**src/design/fpp_pkg.sv**
```systemverilog
// Package with offsets, field positions, reset values and carrier types of the protect/page block.
package fpp_pkg;
    // ==========================================================
    // Control-space offsets
    localparam logic [7:0] OFS_PAGE = 8'hE0;
    localparam logic [7:0] OFS_MAIN_LOCK = 8'hC0;
    localparam logic [7:0] OFS_SEC_LOCK = 8'hC2;
    // ==========================================================
    // Field layout and reset values
    localparam int SEC_SECURE_BIT = 7;
    localparam int SEC_LOCK_MSB = 3;
    localparam logic [7:0] PAGE_RESET = 8'h00;
    localparam logic [7:0] CMD_RESET_FLASH = 8'hF0;
    // ==========================================================
    // Timing
    localparam int CLK_PERIOD_NS = 10;
    localparam int ABORT_TIME_US = 3;
    localparam int ABORT_CYCLES = (ABORT_TIME_US * 1000) / CLK_PERIOD_NS;

    typedef enum logic [2:0] {
        FPP_IDLE    = 3'b000,
        FPP_PROGRAM = 3'b001,
        FPP_BULK    = 3'b010,
        FPP_SECTOR  = 3'b011,
        FPP_ABORT   = 3'b100
    } fpp_state_t;

    // Processor access into control or flash space.
    typedef struct packed {
        logic       ctl_sel;
        logic       flash_sel;
        logic       wr;
        logic       rd;
        logic [7:0] addr;
        logic [7:0] wdata;
    } fpp_bus_t;
endpackage

```
**src/design/fpp_regs.sv**
```systemverilog
// Sector protection, security status, flash reset handling and page register.
`timescale 1ns/10ps
`default_nettype none

module fpp_regs #(
    parameter int ABORT_CNT = fpp_pkg::ABORT_CYCLES
) (
    input  wire logic             clk,
    input  wire logic             rstn,
    input  wire logic             ce,
    input  wire fpp_pkg::fpp_bus_t bus,
    input  wire logic [2:0]       flash_sector,
    input  wire logic             use_secondary,
    input  wire logic             req_program,
    input  wire logic             req_bulk,
    input  wire logic             req_sector,
    input  wire logic [7:0]       prog_data,
    input  wire logic [7:0]       stored_data,
    input  wire logic             op_done,
    input  wire logic             op_timeout,
    input  wire logic             ext_prog_req,
    input  wire logic             ext_lock_we,
    input  wire logic [7:0]       ext_main_lock,
    input  wire logic [3:0]       ext_sec_lock,
    input  wire logic             ext_secure_set,
    input  wire logic             ext_full_erase,
    output logic [7:0]            rdata,
    output logic                  op_start,
    output logic                  op_abort,
    output logic [7:0]            page_bits,
    output logic                  fault_flag,
    output logic                  busy,
    output logic                  ext_grant
);
    initial begin
        if (ABORT_CNT < 1 || ABORT_CNT > 65535) begin
            $error("ABORT_CNT out of range");
        end
    end

    // ==========================================================
    // Reset release
    logic rst_s1_q;
    logic rst_s2_q;
    always_ff @(posedge clk or negedge rstn) begin
        if (!rstn) begin
            rst_s1_q <= 1'b0;
            rst_s2_q <= 1'b0;
        end else begin
            rst_s1_q <= 1'b1;
            rst_s2_q <= rst_s1_q;
        end
    end
    wire rst_n = rst_s2_q;

    // ==========================================================
    // Pin synchronisers for the programmer port
    logic [14:0] ext_s1_q;
    logic [14:0] ext_s2_q;
    always_ff @(posedge clk or negedge rst_n) begin
        if (!rst_n) begin
            ext_s1_q <= 15'h0000;
            ext_s2_q <= 15'h0000;
        end else if (ce) begin
            ext_s1_q <= {ext_prog_req, ext_lock_we, ext_main_lock, ext_sec_lock, ext_full_erase};
            ext_s2_q <= ext_s1_q;
        end
    end
    wire       x_req   = ext_s2_q[14];
    wire       x_we    = ext_s2_q[13];
    wire [7:0] x_main  = ext_s2_q[12:5];
    wire [3:0] x_sec   = ext_s2_q[4:1];
    wire       x_erase = ext_s2_q[0];
    logic xs_s1_q;
    logic xs_s2_q;
    always_ff @(posedge clk or negedge rst_n) begin
        if (!rst_n) begin
            xs_s1_q <= 1'b0;
            xs_s2_q <= 1'b0;
        end else if (ce) begin
            xs_s1_q <= ext_secure_set;
            xs_s2_q <= xs_s1_q;
        end
    end

    // ==========================================================
    // Protection and security state
    logic [7:0] main_lock_q;
    logic [3:0] sec_lock_q;
    logic       secure_q;
    // Programmer is refused while secured, except for the full erase.
    wire x_allowed = !secure_q;
    always_ff @(posedge clk or negedge rst_n) begin
        if (!rst_n) begin
            main_lock_q <= 8'h00;
            sec_lock_q  <= 4'h0;
            secure_q    <= 1'b0;
        end else if (ce) begin
            if (x_erase) begin
                main_lock_q <= 8'h00;
                sec_lock_q  <= 4'h0;
                secure_q    <= 1'b0;
            end else if (x_we && x_allowed) begin
                main_lock_q <= x_main;
                sec_lock_q  <= x_sec;
                secure_q    <= secure_q | xs_s2_q;
            end
        end
    end

    // ==========================================================
    // Control-space decode
    wire ctl_wr   = bus.ctl_sel && bus.wr;
    wire page_wr  = ctl_wr && (bus.addr == fpp_pkg::OFS_PAGE);
    wire is_main  = bus.addr == fpp_pkg::OFS_MAIN_LOCK;
    wire is_sec   = bus.addr == fpp_pkg::OFS_SEC_LOCK;
    wire is_page  = bus.addr == fpp_pkg::OFS_PAGE;
    wire [7:0] main_status = main_lock_q;
    wire [7:0] sec_status  = {secure_q, 3'b000, sec_lock_q};
    wire [7:0] ctl_rdata   = is_main ? main_status :
                             is_sec  ? sec_status  :
                             is_page ? page_bits   : 8'h00;
    wire       tgt_locked  = use_secondary ? sec_lock_q[flash_sector[1:0]]
                                           : main_lock_q[flash_sector];
    // Processor flash reads pass regardless of the secure bit.
    wire [7:0] rd_next     = bus.ctl_sel ? ctl_rdata : stored_data;

    always_ff @(posedge clk or negedge rst_n) begin
        if (!rst_n) begin
            page_bits <= fpp_pkg::PAGE_RESET;
            rdata     <= 8'h00;
            ext_grant <= 1'b0;
        end else if (ce) begin
            if (page_wr) begin
                page_bits <= bus.wdata;
            end
            // Writes to the status offsets fall through untouched.
            if (bus.rd) begin
                rdata <= rd_next;
            end
            ext_grant <= x_req && x_allowed;
        end
    end

    // ==========================================================
    // Flash control machine
    fpp_pkg::fpp_state_t state_q;
    fpp_pkg::fpp_state_t state_d;
    logic [15:0] cnt_q;
    wire reset_cmd = bus.flash_sel && bus.wr && (bus.wdata == fpp_pkg::CMD_RESET_FLASH);
    wire bad_bits  = req_program && |(prog_data & ~stored_data);
    wire start_ok  = !tgt_locked || req_bulk;

    always_comb begin
        state_d = state_q;
        case (state_q)
            fpp_pkg::FPP_IDLE: begin
                if (start_ok && req_program && !bad_bits) begin
                    state_d = fpp_pkg::FPP_PROGRAM;
                end else if (req_bulk) begin
                    state_d = fpp_pkg::FPP_BULK;
                end else if (start_ok && req_sector) begin
                    state_d = fpp_pkg::FPP_SECTOR;
                end
            end
            fpp_pkg::FPP_PROGRAM, fpp_pkg::FPP_BULK: begin
                if (op_done || op_timeout) begin
                    state_d = fpp_pkg::FPP_IDLE;
                end
            end
            fpp_pkg::FPP_SECTOR: begin
                if (reset_cmd) begin
                    state_d = fpp_pkg::FPP_ABORT;
                end else if (op_done || op_timeout) begin
                    state_d = fpp_pkg::FPP_IDLE;
                end
            end
            fpp_pkg::FPP_ABORT: begin
                if (cnt_q == 16'h0000) begin
                    state_d = fpp_pkg::FPP_IDLE;
                end
            end
            default: state_d = fpp_pkg::FPP_IDLE;
        endcase
    end

    always_ff @(posedge clk or negedge rst_n) begin
        if (!rst_n) begin
            state_q    <= fpp_pkg::FPP_IDLE;
            cnt_q      <= 16'h0000;
            fault_flag <= 1'b0;
            op_start   <= 1'b0;
            op_abort   <= 1'b0;
            busy       <= 1'b0;
        end else if (ce) begin
            state_q  <= state_d;
            op_start <= (state_q == fpp_pkg::FPP_IDLE) && (state_d != fpp_pkg::FPP_IDLE);
            op_abort <= (state_q == fpp_pkg::FPP_SECTOR) && (state_d == fpp_pkg::FPP_ABORT);
            busy     <= state_d != fpp_pkg::FPP_IDLE;
            if (state_d == fpp_pkg::FPP_ABORT && state_q != fpp_pkg::FPP_ABORT) begin
                cnt_q <= 16'(ABORT_CNT - 1);
            end else if (cnt_q != 16'h0000) begin
                cnt_q <= cnt_q - 16'h0001;
            end
            // Fault sets win over the reset command that clears it.
            if (bad_bits && state_q == fpp_pkg::FPP_IDLE && start_ok) begin
                fault_flag <= 1'b1;
            end else if (op_timeout && state_q != fpp_pkg::FPP_IDLE) begin
                fault_flag <= 1'b1;
            end else if (reset_cmd && (state_q == fpp_pkg::FPP_IDLE)) begin
                fault_flag <= 1'b0;
            end
        end
    end
endmodule

`default_nettype wire

```
**config.mk**
```make
export PLATFORM = sky130hd
export DESIGN_NAME = fpp_regs
export DESIGN_NICKNAME = d
export VERILOG_FILES = /design/src/design/fpp_pkg.sv /design/src/design/fpp_regs.sv
export SDC_FILE = /design/constraint.sdc
export NUM_CORES = 1
export LEC_CHECK = 0
export BUFFER_PORTS_ARGS = -buffer_cell sky130_fd_sc_hd__clkbuf_2
export CORE_UTILIZATION = 40
export CTS_CLUSTER_DIAMETER = 150
export DETAILED_ROUTE_END_ITERATION = 6
export HOLD_SLACK_MARGIN = 0.03
export SLEW_MARGIN = 20
export SYNTH_ARGS = -nofsm -noshare
export SYNTH_HDL_FRONTEND = slang
export SYNTH_SLANG_ARGS = --single-unit
```
**constraint.sdc**
```tcl
create_clock -name clk -period 3.4 [get_ports clk]
set_clock_uncertainty 0.05 [all_clocks]
set_input_delay 0.51 -clock clk [delete_from_list [all_inputs] [get_ports clk]]
set_output_delay 0.51 -clock clk [all_outputs]
set_load 0.02 [all_outputs]
```
==> results.py, run 1 <==
metrics = {
    "status": {
        "status": "finished clean",
    },
    "pwr": {
        "p_per_area_nw_per_um2": 538,
        "p_leak_uw": 0.00225,
        "peakVddDrop_mv": 0.299,
    },
    "sta": {
        "tightest_slew_ps": 711,
        "rsz0062_at_grt": "no",
        "period_share": 0.696,
        "final.setup.tns_ps": 0,
        "fin_crit_ps": 2370,
        "maxSlewHeadroom": 0.514,
        "setup_viol": 0,
        "final-hold-violation-count": 0,
        "slew_viol_final": 0,
        "fmax_mhz": 423,
    },
    "finish": {
        "instances_no_fill": 601,
        "multi_input_area_sq_um": 1890,
        "seq_area_sq_um": 2180,
        "area_growth_pct": 18.4,
        "fin_nets": 528,
        "final_area_sq_um": 4940,
        "antenna_cells": 0,
        "post_route_cells_drive_above_1_share": 0.342,
        "fin_util": 0.497,
        "nFillCells": 928,
    },
    "worst_setup_path": {
        "reg2reg_from": "cnt_q[2]",
        "critPathMaxStageDelay_ps": 540,
        "critPathMaxFanout": 5,
        "crit_chain": "or3_4, or4_4, a211o_2, o41ai_2, nand2_1, a21o_1",
        "crit_path_start_kind": "register",
        "worstPathArrival_ps": 2570,
        "ff2ff_setup_slack_ps": 1030,
        "reg2reg_depth": 6,
        "slowest_stage": "or4_4",
        "critPathCaptureType": "register",
        "path_class": "register to register",
        "required_ps": 3610,
        "r2r-end": "cnt_q[13]",
    },
    "die": {
        "core-area_sq_um": 9950,
        "die_area_sq_um": 10900,
        "ios": 85,
        "initial_core_util": 0.420,
        "fp.dieW_um": 104,
        "rows": 36,
        "die_height_um": 104,
    },
    "global_route": {
        "antenna_found_initial": 0,
        "gr-total-overflow": 0,
        "grtUsageTotal": 0.174,
        "grt_pass1_wl_um": 15000,
        "grt_max_degree": 86,
        "first_global_vias": 3028,
    },
    "route": {
        "wl_per_cell_um": 15.1,
        "dr.pass1.iters": 5,
        "drc": 0,
        "viasPerCell": 5.30,
        "ant_nets": 0,
        "drtIter0Drc": 118,
        "routed_wirelength_um": 9090,
        "num_vias": 3184,
    },
    "logic_synthesis": {
        "avgSynthCellArea_sq_um": 11.0,
        "ys_ff_latch": 87,
        "yosysUniqueCellTypes": 55,
        "ys_seq_area_frac": 0.521,
        "synth_cells": 381,
        "synth_ff_type": "dfrtp_1",
        "syn_nets": 446,
        "ys_async_sr_fraction": 1.00,
        "synth-edff-count": 0,
        "ys_warn_count": 0,
        "synth_area_sq_um": 4180,
    },
    "clock_network": {
        "numCtsBuffers": 9,
        "cts_resized": 0,
        "clkSinkCount": 87,
        "htreeDepth": 3,
        "cts_tree": "built",
        "cts_buffer_depth": 2,
        "cts.clk_slew.worst_paths_ps": 100,
        "clock_latency_ps": 350,
        "cts_root_buffer": "clkbuf_8",
    },
    "place": {
        "post-dp-hpwl_um": 6710,
        "placedCellCount": 583,
        "placed_cell_area_sq_um": 4720,
        "io_buffers": 84,
        "place_congestion": 0.836,
    },
    "worst_hold_path": {
        "min_path_type": "register to async pin",
    },
    "job": {
        "cap_viol_max_count": 0,
    },
}
power breakdown:
| part | leakage, uW | switching [uW] | internal [uW] |
|---|---|---|---|
| clock | 0.0000970 | 422 | 289 |
| combinational | 0.00108 | 303 | 263 |
| sequential | 0.00108 | 173 | 1210 |
cell families after synthesis:
kind of cell | synth area share
and+or+nand+nor | 0.143
AOI/OAI and AO/OA | 0.162
DFF | 0.521
muxes | 0.143
buffers and inverters | 0.0264
adders and majority gates | 0.00300
other | 0.000898
state kept, by name, indices dropped and copies added (netlist names):
register / flops
page_bits: 8
sec_lock_q: 4
rdata: 8
op_abort: 1
rst_n: 1
rst_s1_q: 1
xs_s1_q: 1
secure_q: 1
fault_flag: 1
op_start: 1
state_q: 3
xs_s2_q: 1
ext_grant: 1
cnt_q: 16
main_lock_q: 8
ext_s1_q: 15
busy: 1
ext_s2_q: 15
worst max-delay path by stage:
stage,cells after the start,start,endpoint,slack (ps)
after floorplan,0,rst_n,busy,750
after global placement,6,bus[3],cnt_q[11],790
after detailed placement,6,bus[3],cnt_q[11],760
after CTS,6,cnt_q[2],cnt_q[13],1040
after global routing,6,state_q[2],cnt_q[15],910
final,6,cnt_q[2],cnt_q[13],1030
metal layers:
metal	routed length, um	track usage
met3	458	0.0357
met4	64	0.0541
met2	4180	0.267
met1	4390	0.248
met5	0	0
cells in the mapped netlist (2+ instances only):
| cell | instances | area [sq um] |
|---|---|---|
| a2111oi_0 | 4 | 35.0 |
| a21o_1 | 2 | 15.0 |
| a21oi_1 | 21 | 105 |
| a22o_1 | 15 | 131 |
| a31oi_1 | 5 | 31.3 |
| and2_1 | 3 | 18.8 |
| and3_1 | 3 | 18.8 |
| buf_1 | 2 | 7.51 |
| buf_2 | 2 | 10.0 |
| clkbuf_1 | 12 | 45.0 |
| clkbuf_2 | 2 | 10.0 |
| dfrtp_1 | 87 | 2180 |
| inv_1 | 10 | 37.5 |
| mux2_2 | 44 | 495 |
| mux2i_1 | 10 | 100 |
| nand2_1 | 24 | 90.1 |
| nand3_1 | 5 | 25.0 |
| nand3b_1 | 2 | 15.0 |
| nand4_1 | 2 | 12.5 |
| nand4bb_1 | 2 | 22.5 |
| nor2_1 | 29 | 109 |
| nor2b_1 | 14 | 87.6 |
| nor3_1 | 8 | 40.0 |
| nor3b_1 | 2 | 15.0 |
| nor4_1 | 3 | 18.8 |
| nor4b_1 | 2 | 17.5 |
| o21a_1 | 3 | 22.5 |
| o21ai_0 | 27 | 135 |
| o21ai_1 | 2 | 10.0 |
| o221ai_1 | 3 | 26.3 |
| o31a_1 | 2 | 17.5 |
| o31ai_1 | 3 | 22.5 |
| or2_2 | 2 | 12.5 |
| or3_1 | 3 | 18.8 |
area by class of cell:
| class | count | area share |
|---|---|---|
| clock buffer | 9 | 0.0251 |
| clock inverter | 7 | 0.0147 |
| inverter | 10 | 0.00759 |
| multi-input combinational | 266 | 0.382 |
| sequential | 87 | 0.441 |
| tap | 133 | 0.0337 |
| timing repair buffer | 89 | 0.0957 |
repair_timing:
| item | in CTS | in global routing |
|---|---|---|
| endpoints found under the hold margin | 2 | 0 |
| hold buffers | 1 | 0 |
| buffers inserted | 0 | 0 |
| endpoints found under the setup margin | 0 | 0 |
worst max-delay path, delay by kind of cell, from the launching register on:
family / cells / cell delay, ps
and+or+nand+nor: 3 / 1060
AOI/OAI and AO/OA: 3 / 730
DFF: 1 / 440
stage by stage:
step / total power [uW] / worst slack (ps) / hold WS (ps)
floorplan: 1770 / 747 / 164
global placement: 1960 / 790 / 247
detailed placement: 1970 / 758 / 251
CTS: 2690 / 1040 / 305
global route: 2830 / 913 / 303
finish: 2660 / 1030 / 268
placed cells by master (no fill, tap or decap), drive strengths merged, types with 3 or more instances in the layout:
master | netlist | routed
o221ai | 3 | 3
and2 | 3 | 3
o21ai | 29 | 29
dfrtp | 87 | 87
mux2i | 10 | 10
nor3 | 9 | 9
nor2b | 14 | 14
and3 | 3 | 3
nand3 | 5 | 5
inv | 10 | 14
a31oi | 5 | 5
or3 | 4 | 4
a22o | 15 | 15
nand2 | 24 | 24
o31ai | 3 | 3
mux2 | 44 | 44
buf | 4 | 4
a21oi | 21 | 21
a2111oi | 4 | 4
o21a | 3 | 3
nor4 | 4 | 4
nor2 | 29 | 29
clkbuf | 14 | 93
Note: power is estimated with default switching activity, not from simulation.
==> run 2: changes to the inputs <==
--- a/config.mk
+++ b/config.mk
@@ -5,6 +5,7 @@
 export SDC_FILE = /design/constraint.sdc
 export NUM_CORES = 1
 export LEC_CHECK = 0
+export ABC_AREA = 1
 export BUFFER_PORTS_ARGS = -buffer_cell sky130_fd_sc_hd__clkbuf_2
 export CORE_UTILIZATION = 40
 export CTS_CLUSTER_DIAMETER = 150
==> constraint.sdc (replaced) <==
create_clock -name clk -period 2.3 [get_ports clk]
set_clock_uncertainty 0.05 [all_clocks]
set_input_delay 0.345 -clock clk [delete_from_list [all_inputs] [get_ports clk]]
set_output_delay 0.345 -clock clk [all_outputs]
set_load 0.02 [all_outputs]
==> run 2 against run 1 <==
Against the previous run:
- design area grew 0.51%
- routed wire length grew 2.5%
- clock power grew 48%
- setup slack lost 730 ps
- hold slack lost 140 ps
- total power grew 49%
- flip-flop and latch count is the same
- clock-buffer cell count is the same
- largest power group unchanged
==> results.py, run 2 <==
metrics = {
    "worst_setup_path": {
        "r2r-end": "cnt_q[15]",
        "worstPathArrival_ps": 2250,
        "required_ps": 2550,
        "reg2reg_depth": 10,
        "reg2reg_from": "cnt_q[2]",
        "ff2ff_setup_slack_ps": 300,
        "crit_path_start_kind": "register",
        "path_class": "register to register",
        "critPathCaptureType": "register",
        "critPathMaxFanout": 4,
    },
    "finish": {
        "final_common_cell": "nand2_1",
        "fin_nets": 657,
        "final_cell_mix": "nand2_1, dfrtp_1, clkbuf_2",
        "post_route_cells_drive_above_1_share": 0.204,
        "nFillCells": 981,
        "largestRegisters": "cnt_q (16), ext_s1_q (15), ext_s2_q (15)",
        "largest_reg_flops": 16,
        "top_register": "cnt_q",
        "area_growth_pct": 19.4,
        "antenna_cells": 0,
    },
    "logic_synthesis": {
        "yosysUniqueCellTypes": 38,
        "ys_ff_latch": 87,
        "yosys.area.top_type": "dfrtp_1",
        "synthSimpleGateAreaFrac": 0.220,
        "muxShareOfSynthArea": 0.0144,
        "synth-edff-count": 0,
        "synth-compound-area-share": 0.121,
        "synth_common_cells": "nand2_1, dfrtp_1, inv_1",
        "yosys.area_share.adder": 0.00301,
        "synth_ff_type": "dfrtp_1",
        "avgSynthCellArea_sq_um": 8.30,
        "synth_top_area_frac": 0.523,
        "synth_most_common_cell": "nand2_1",
        "synth_area_leaders": "dfrtp_1, nand2_1, inv_1",
        "synth_xor_xnor_area_share": 0.0295,
        "ys_async_sr_fraction": 1.00,
        "ys_warn_count": 0,
        "synth_top_family_by_area": "simple AND/OR/NAND/NOR gates",
        "syn_nets": 566,
        "ys_seq_area_frac": 0.523,
        "synth_area_sq_um": 4160,
        "synth_cells": 501,
    },
    "route": {
        "dr.pass1.iters": 5,
        "viasPerCell": 4.76,
        "num_vias": 3473,
        "ant_nets": 0,
        "routed_wirelength_um": 9320,
        "drc": 0,
        "wl_per_cell_um": 12.8,
        "drtIter0Drc": 203,
    },
    "sta": {
        "setup_ws_ps": 300,
        "holdWs_ps": 126,
        "maxSlewHeadroom": 0.639,
        "final-hold-violation-count": 0,
        "final.setup.tns_ps": 0,
        "fin_crit_ps": 2000,
        "rsz0062_at_grt": "no",
        "period_share": 0.869,
        "fmax_mhz": 500,
        "tightest_slew_ps": 541,
        "setup_viol": 0,
        "slew_viol_final": 0,
    },
    "global_route": {
        "grt_pass1_wl_um": 16200,
        "first_global_vias": 3456,
        "antenna_found_initial": 0,
        "grt_max_degree": 41,
        "grtUsageTotal": 0.185,
        "gr-total-overflow": 0,
    },
    "place": {
        "place_congestion": 0.807,
        "post-dp-hpwl_um": 6880,
        "io_buffers": 84,
        "pre_cts_slack_ps": 317,
    },
    "die": {
        "ios": 85,
        "initial_core_util": 0.420,
        "die_height_um": 104,
        "core-area_sq_um": 9910,
        "rows": 36,
        "die_area_sq_um": 10800,
        "fp.dieW_um": 104,
    },
    "pwr": {
        "peakVddDrop_mv": 0.324,
        "p_per_area_nw_per_um2": 800,
        "p_leak_uw": 0.00266,
    },
    "worst_hold_path": {
        "holdPathEnd": "xs_s1_q",
        "min_path_type": "primary input to register",
        "worstHoldStart": "ext_secure_set",
        "hold_depth": 3,
    },
    "clock_network": {
        "htreeDepth": 3,
        "numCtsBuffers": 9,
        "clkSinkCount": 87,
        "cts_root_buffer": "clkbuf_8",
        "cts_buffer_depth": 2,
        "cts_tree": "built",
        "clock_latency_ps": 360,
        "cts.clk_slew.worst_paths_ps": 100,
        "cts_resized": 0,
    },
    "job": {
        "cap_viol_max_count": 0,
    },
    "status": {
        "status": "finished clean",
    },
}
## run 2: critical path, stage by stage (launching register included)
cell	delay [ps]
dfrtp_1	440
nor2_1	100
nand2_1	90
nor3_2	200
nand4_1	180
nor2_1	210
nand2_1	120
nor3_1	190
xor2_1	180
nand3_1	90
nand2_1	70
## run 2: cell families (layout without fill, tap and decap cells)
group                      after synthesis  in the layout
AOI/OAI and AO/OA                       85             85
xor gates and xnor gates                14             14
adders and majority gates                1              1
buffers and inverters                   95            191
DFF                                     87             87
muxes                                    6              6
other                                    1              1
and+or+nand+nor                        212            212
## run 2: worst max path at each step
| stage | start | to | slack [ps] | cells after the start |
|---|---|---|---|---|
| global placement | bus[8] | page_bits[6] | 370 | 8 |
| detailed placement | cnt_q[2] | cnt_q[15] | 320 | 10 |
| floorplan | cnt_q[0] | cnt_q[3] | 430 | 12 |
| CTS | cnt_q[2] | cnt_q[15] | 280 | 10 |
| global route | cnt_q[0] | cnt_q[14] | 70 | 11 |
| finish | cnt_q[2] | cnt_q[15] | 300 | 10 |
## run 2: per-layer routing
metal,part of all wire,GRT usage,routed length (um)
met1,0.49,0.257,4560
met2,0.46,0.297,4250
met5,0,0,0
met4,0.0084,0.0429,78
met3,0.046,0.0388,425
## run 2: cell type report
cell class                 instances  area (sq um)  area share
tap                              133           166      0.0335
timing repair buffer              95           518       0.104
sequential                        87          2180       0.439
inverter                          80           300      0.0604
clock buffer                       9           124      0.0249
multi-input combinational        319          1620       0.325
clock inverter                     7          62.6      0.0126
## run 2: what timing repair did
item | 4_1_cts | 5_1_grt
setup buffers | 0 | 0
endpoints found under the hold margin | 2 | 0
hold buffers | 1 | 0
## run 2: per-stage QoR
step | util | cells | total power (uW) | instance area [sq um]
3_5_place_dp | 0.482 | 713 | 2950 | 4770
2_1_floorplan | - | 501 | 2670 | 4160
5_1_grt | 0.501 | 730 | 4260 | 4970
3_3_place_gp | 0.482 | 713 | 2930 | 4770
6_report | 0.501 | 730 | 3970 | 4970
4_1_cts | 0.501 | 730 | 4020 | 4970
## run 2: power breakdown
group,internal [uW],total (uW),switching (uW)
logic,378,922,545
clock network,420,1050,626
registers,1780,2010,227
total,2580,3970,1400
==> run 3: changes to the inputs <==
--- a/config.mk
+++ b/config.mk
@@ -11,6 +11,7 @@
 export CTS_CLUSTER_DIAMETER = 150
 export DETAILED_ROUTE_END_ITERATION = 6
 export HOLD_SLACK_MARGIN = 0.03
+export MAX_ROUTING_LAYER = met4
 export SLEW_MARGIN = 20
 export SYNTH_ARGS = -nofsm -noshare
 export SYNTH_HDL_FRONTEND = slang
==> run 3 against run 2 <==
Against the previous run:
- total power fell by 0.10%
- register-to-register slack barely moved
- sequential power barely moved
- combinational power barely moved
- routed wire length fell by 0.67%
==> results.py, run 3 (synthesis gave the netlist of run 2 again) <==
metrics = {
    "sta": {
        "rsz0062_at_grt": "no",
        "fmax_mhz": 502,
        "maxSlewHeadroom": 0.640,
        "final-hold-violation-count": 0,
        "slew_viol_final": 0,
        "final.setup.tns_ps": 0,
        "tightest_slew_ps": 540,
        "setup_viol": 0,
        "fin_crit_ps": 1990,
        "period_share": 0.866,
    },
    "pwr": {
        "peakVddDrop_mv": 0.324,
        "p_leak_uw": 0.00266,
        "total_power_uw": 3970,
        "p_per_area_nw_per_um2": 799,
    },
    "place": {
        "placedCellCount": 713,
        "place_congestion": 0.819,
        "post-dp-hpwl_um": 6880,
        "placed_cell_area_sq_um": 4770,
        "io_buffers": 84,
    },
    "worst_setup_path": {
        "critPathMaxStageDelay_ps": 440,
        "slowest_stage": "dfrtp_1",
        "ff2ff_setup_slack_ps": 310,
        "critPathCaptureType": "register",
        "path_delay_family": "simple AND/OR/NAND/NOR gates",
        "critPathMaxFanout": 4,
        "critical_path_buf_inv_count": 0,
        "path_class": "register to register",
        "crit_chain": "nor2_1, nand2_1, nor3_2, nand4_1, nor2_1, nand2_1, nor3_1, xor2_1, nand3_1, nand2_1",
        "worstPathArrival_ps": 2240,
        "crit_path_start_kind": "register",
        "crit_path_frequent_cell": "nand2_1",
        "required_ps": 2540,
    },
    "die": {
        "fp.dieW_um": 104,
        "initial_core_util": 0.420,
        "core-area_sq_um": 9910,
        "die_area_sq_um": 10800,
        "rows": 36,
        "die_height_um": 104,
        "ios": 85,
    },
    "worst_hold_path": {
        "min_path_type": "primary input to register",
    },
    "finish": {
        "instances_no_fill": 730,
        "antenna_cells": 0,
        "area_growth_pct": 19.4,
        "final_area_sq_um": 4970,
        "post_route_cells_drive_above_1_share": 0.204,
        "fin_nets": 657,
        "largest_reg_flops": 16,
        "final_cell_mix": "nand2_1, dfrtp_1, clkbuf_2",
        "final_common_cell": "nand2_1",
        "fin_util": 0.501,
        "largestRegisters": "cnt_q (16), ext_s1_q (15), ext_s2_q (15)",
        "top_register": "cnt_q",
    },
    "route": {
        "drc": 0,
        "dr.pass1.iters": 5,
        "drtIter0Drc": 150,
        "routed_wirelength_um": 9260,
        "viasPerCell": 4.79,
        "wl_per_cell_um": 12.7,
        "ant_nets": 0,
        "num_vias": 3494,
    },
    "clock_network": {
        "clkSinkCount": 87,
        "cts_buffer_depth": 2,
        "numCtsBuffers": 9,
        "cts_tree": "built",
        "cts.clk_slew.worst_paths_ps": 100,
        "htreeDepth": 3,
        "cts_root_buffer": "clkbuf_8",
        "clock_latency_ps": 360,
    },
    "global_route": {
        "grt_max_degree": 41,
        "gr-total-overflow": 0,
        "antenna_found_initial": 0,
        "grtUsageTotal": 0.190,
        "first_global_vias": 3449,
        "grt_pass1_wl_um": 16300,
    },
    "status": {
        "status": "finished clean",
    },
    "job": {
        "cap_viol_max_count": 0,
    },
}
==> run 3: final cells by class <==
cell class,count,area [sq um]
multi-input cells,319,1620
clock inverters,7,62.6
clock buffers,9,124
flip-flops and latches,87,2180
well taps,133,166
fillers,981,4940
repair buffers,95,518
inverters,80,300
==> run 3: metal layers <==
layer	vias to the layer above	global-route usage	wire length (um)
met5	-	-	0
met4	0	0.0429	83
met3	9	0.0388	444
met2	85	0.297	4200
met1	1602	0.256	4530
li1	1798	-	-
==> run 3: metrics by stage <==
step                hold WS, ps  setup slack [ps]
floorplan                -0.591               428
global placement           80.2               367
detailed placement         81.2               317
CTS                         116               278
global route                121              72.6
finish                      129               307
==> run 3: where the power goes <==
group	switching, uW	leakage [uW]	internal (uW)	total [uW]
Combinational	544	0.00146	378	921
Clock	623	0.0000936	420	1040
Sequential	226	0.00110	1780	2000
==> run 3: tightest hold or removal path: stages <==
cell,delay [ps]
clkbuf_2,70
nand2_1,40
nand2_1,50
==> run 3: path summary, 6_finish.rpt <==
kind                                start           to  depth (start not counted)
setup / recovery                 cnt_q[2]    cnt_q[15]                         10
hold / removal             ext_secure_set      xs_s1_q                          3
setup reg to reg                 cnt_q[2]    cnt_q[15]                         10
hold reg to reg                     rst_n  ext_s1_q[4]                          0
max in group asynchronous           rst_n     rdata[3]                          1
min in group asynchronous            rstn        rst_n                          2
==> run 3: timing repair <==
item	in CTS	in global routing
hold buffers	1	0
buffers inserted	0	0
endpoints found under the hold margin	2	0
resized for setup	0	0
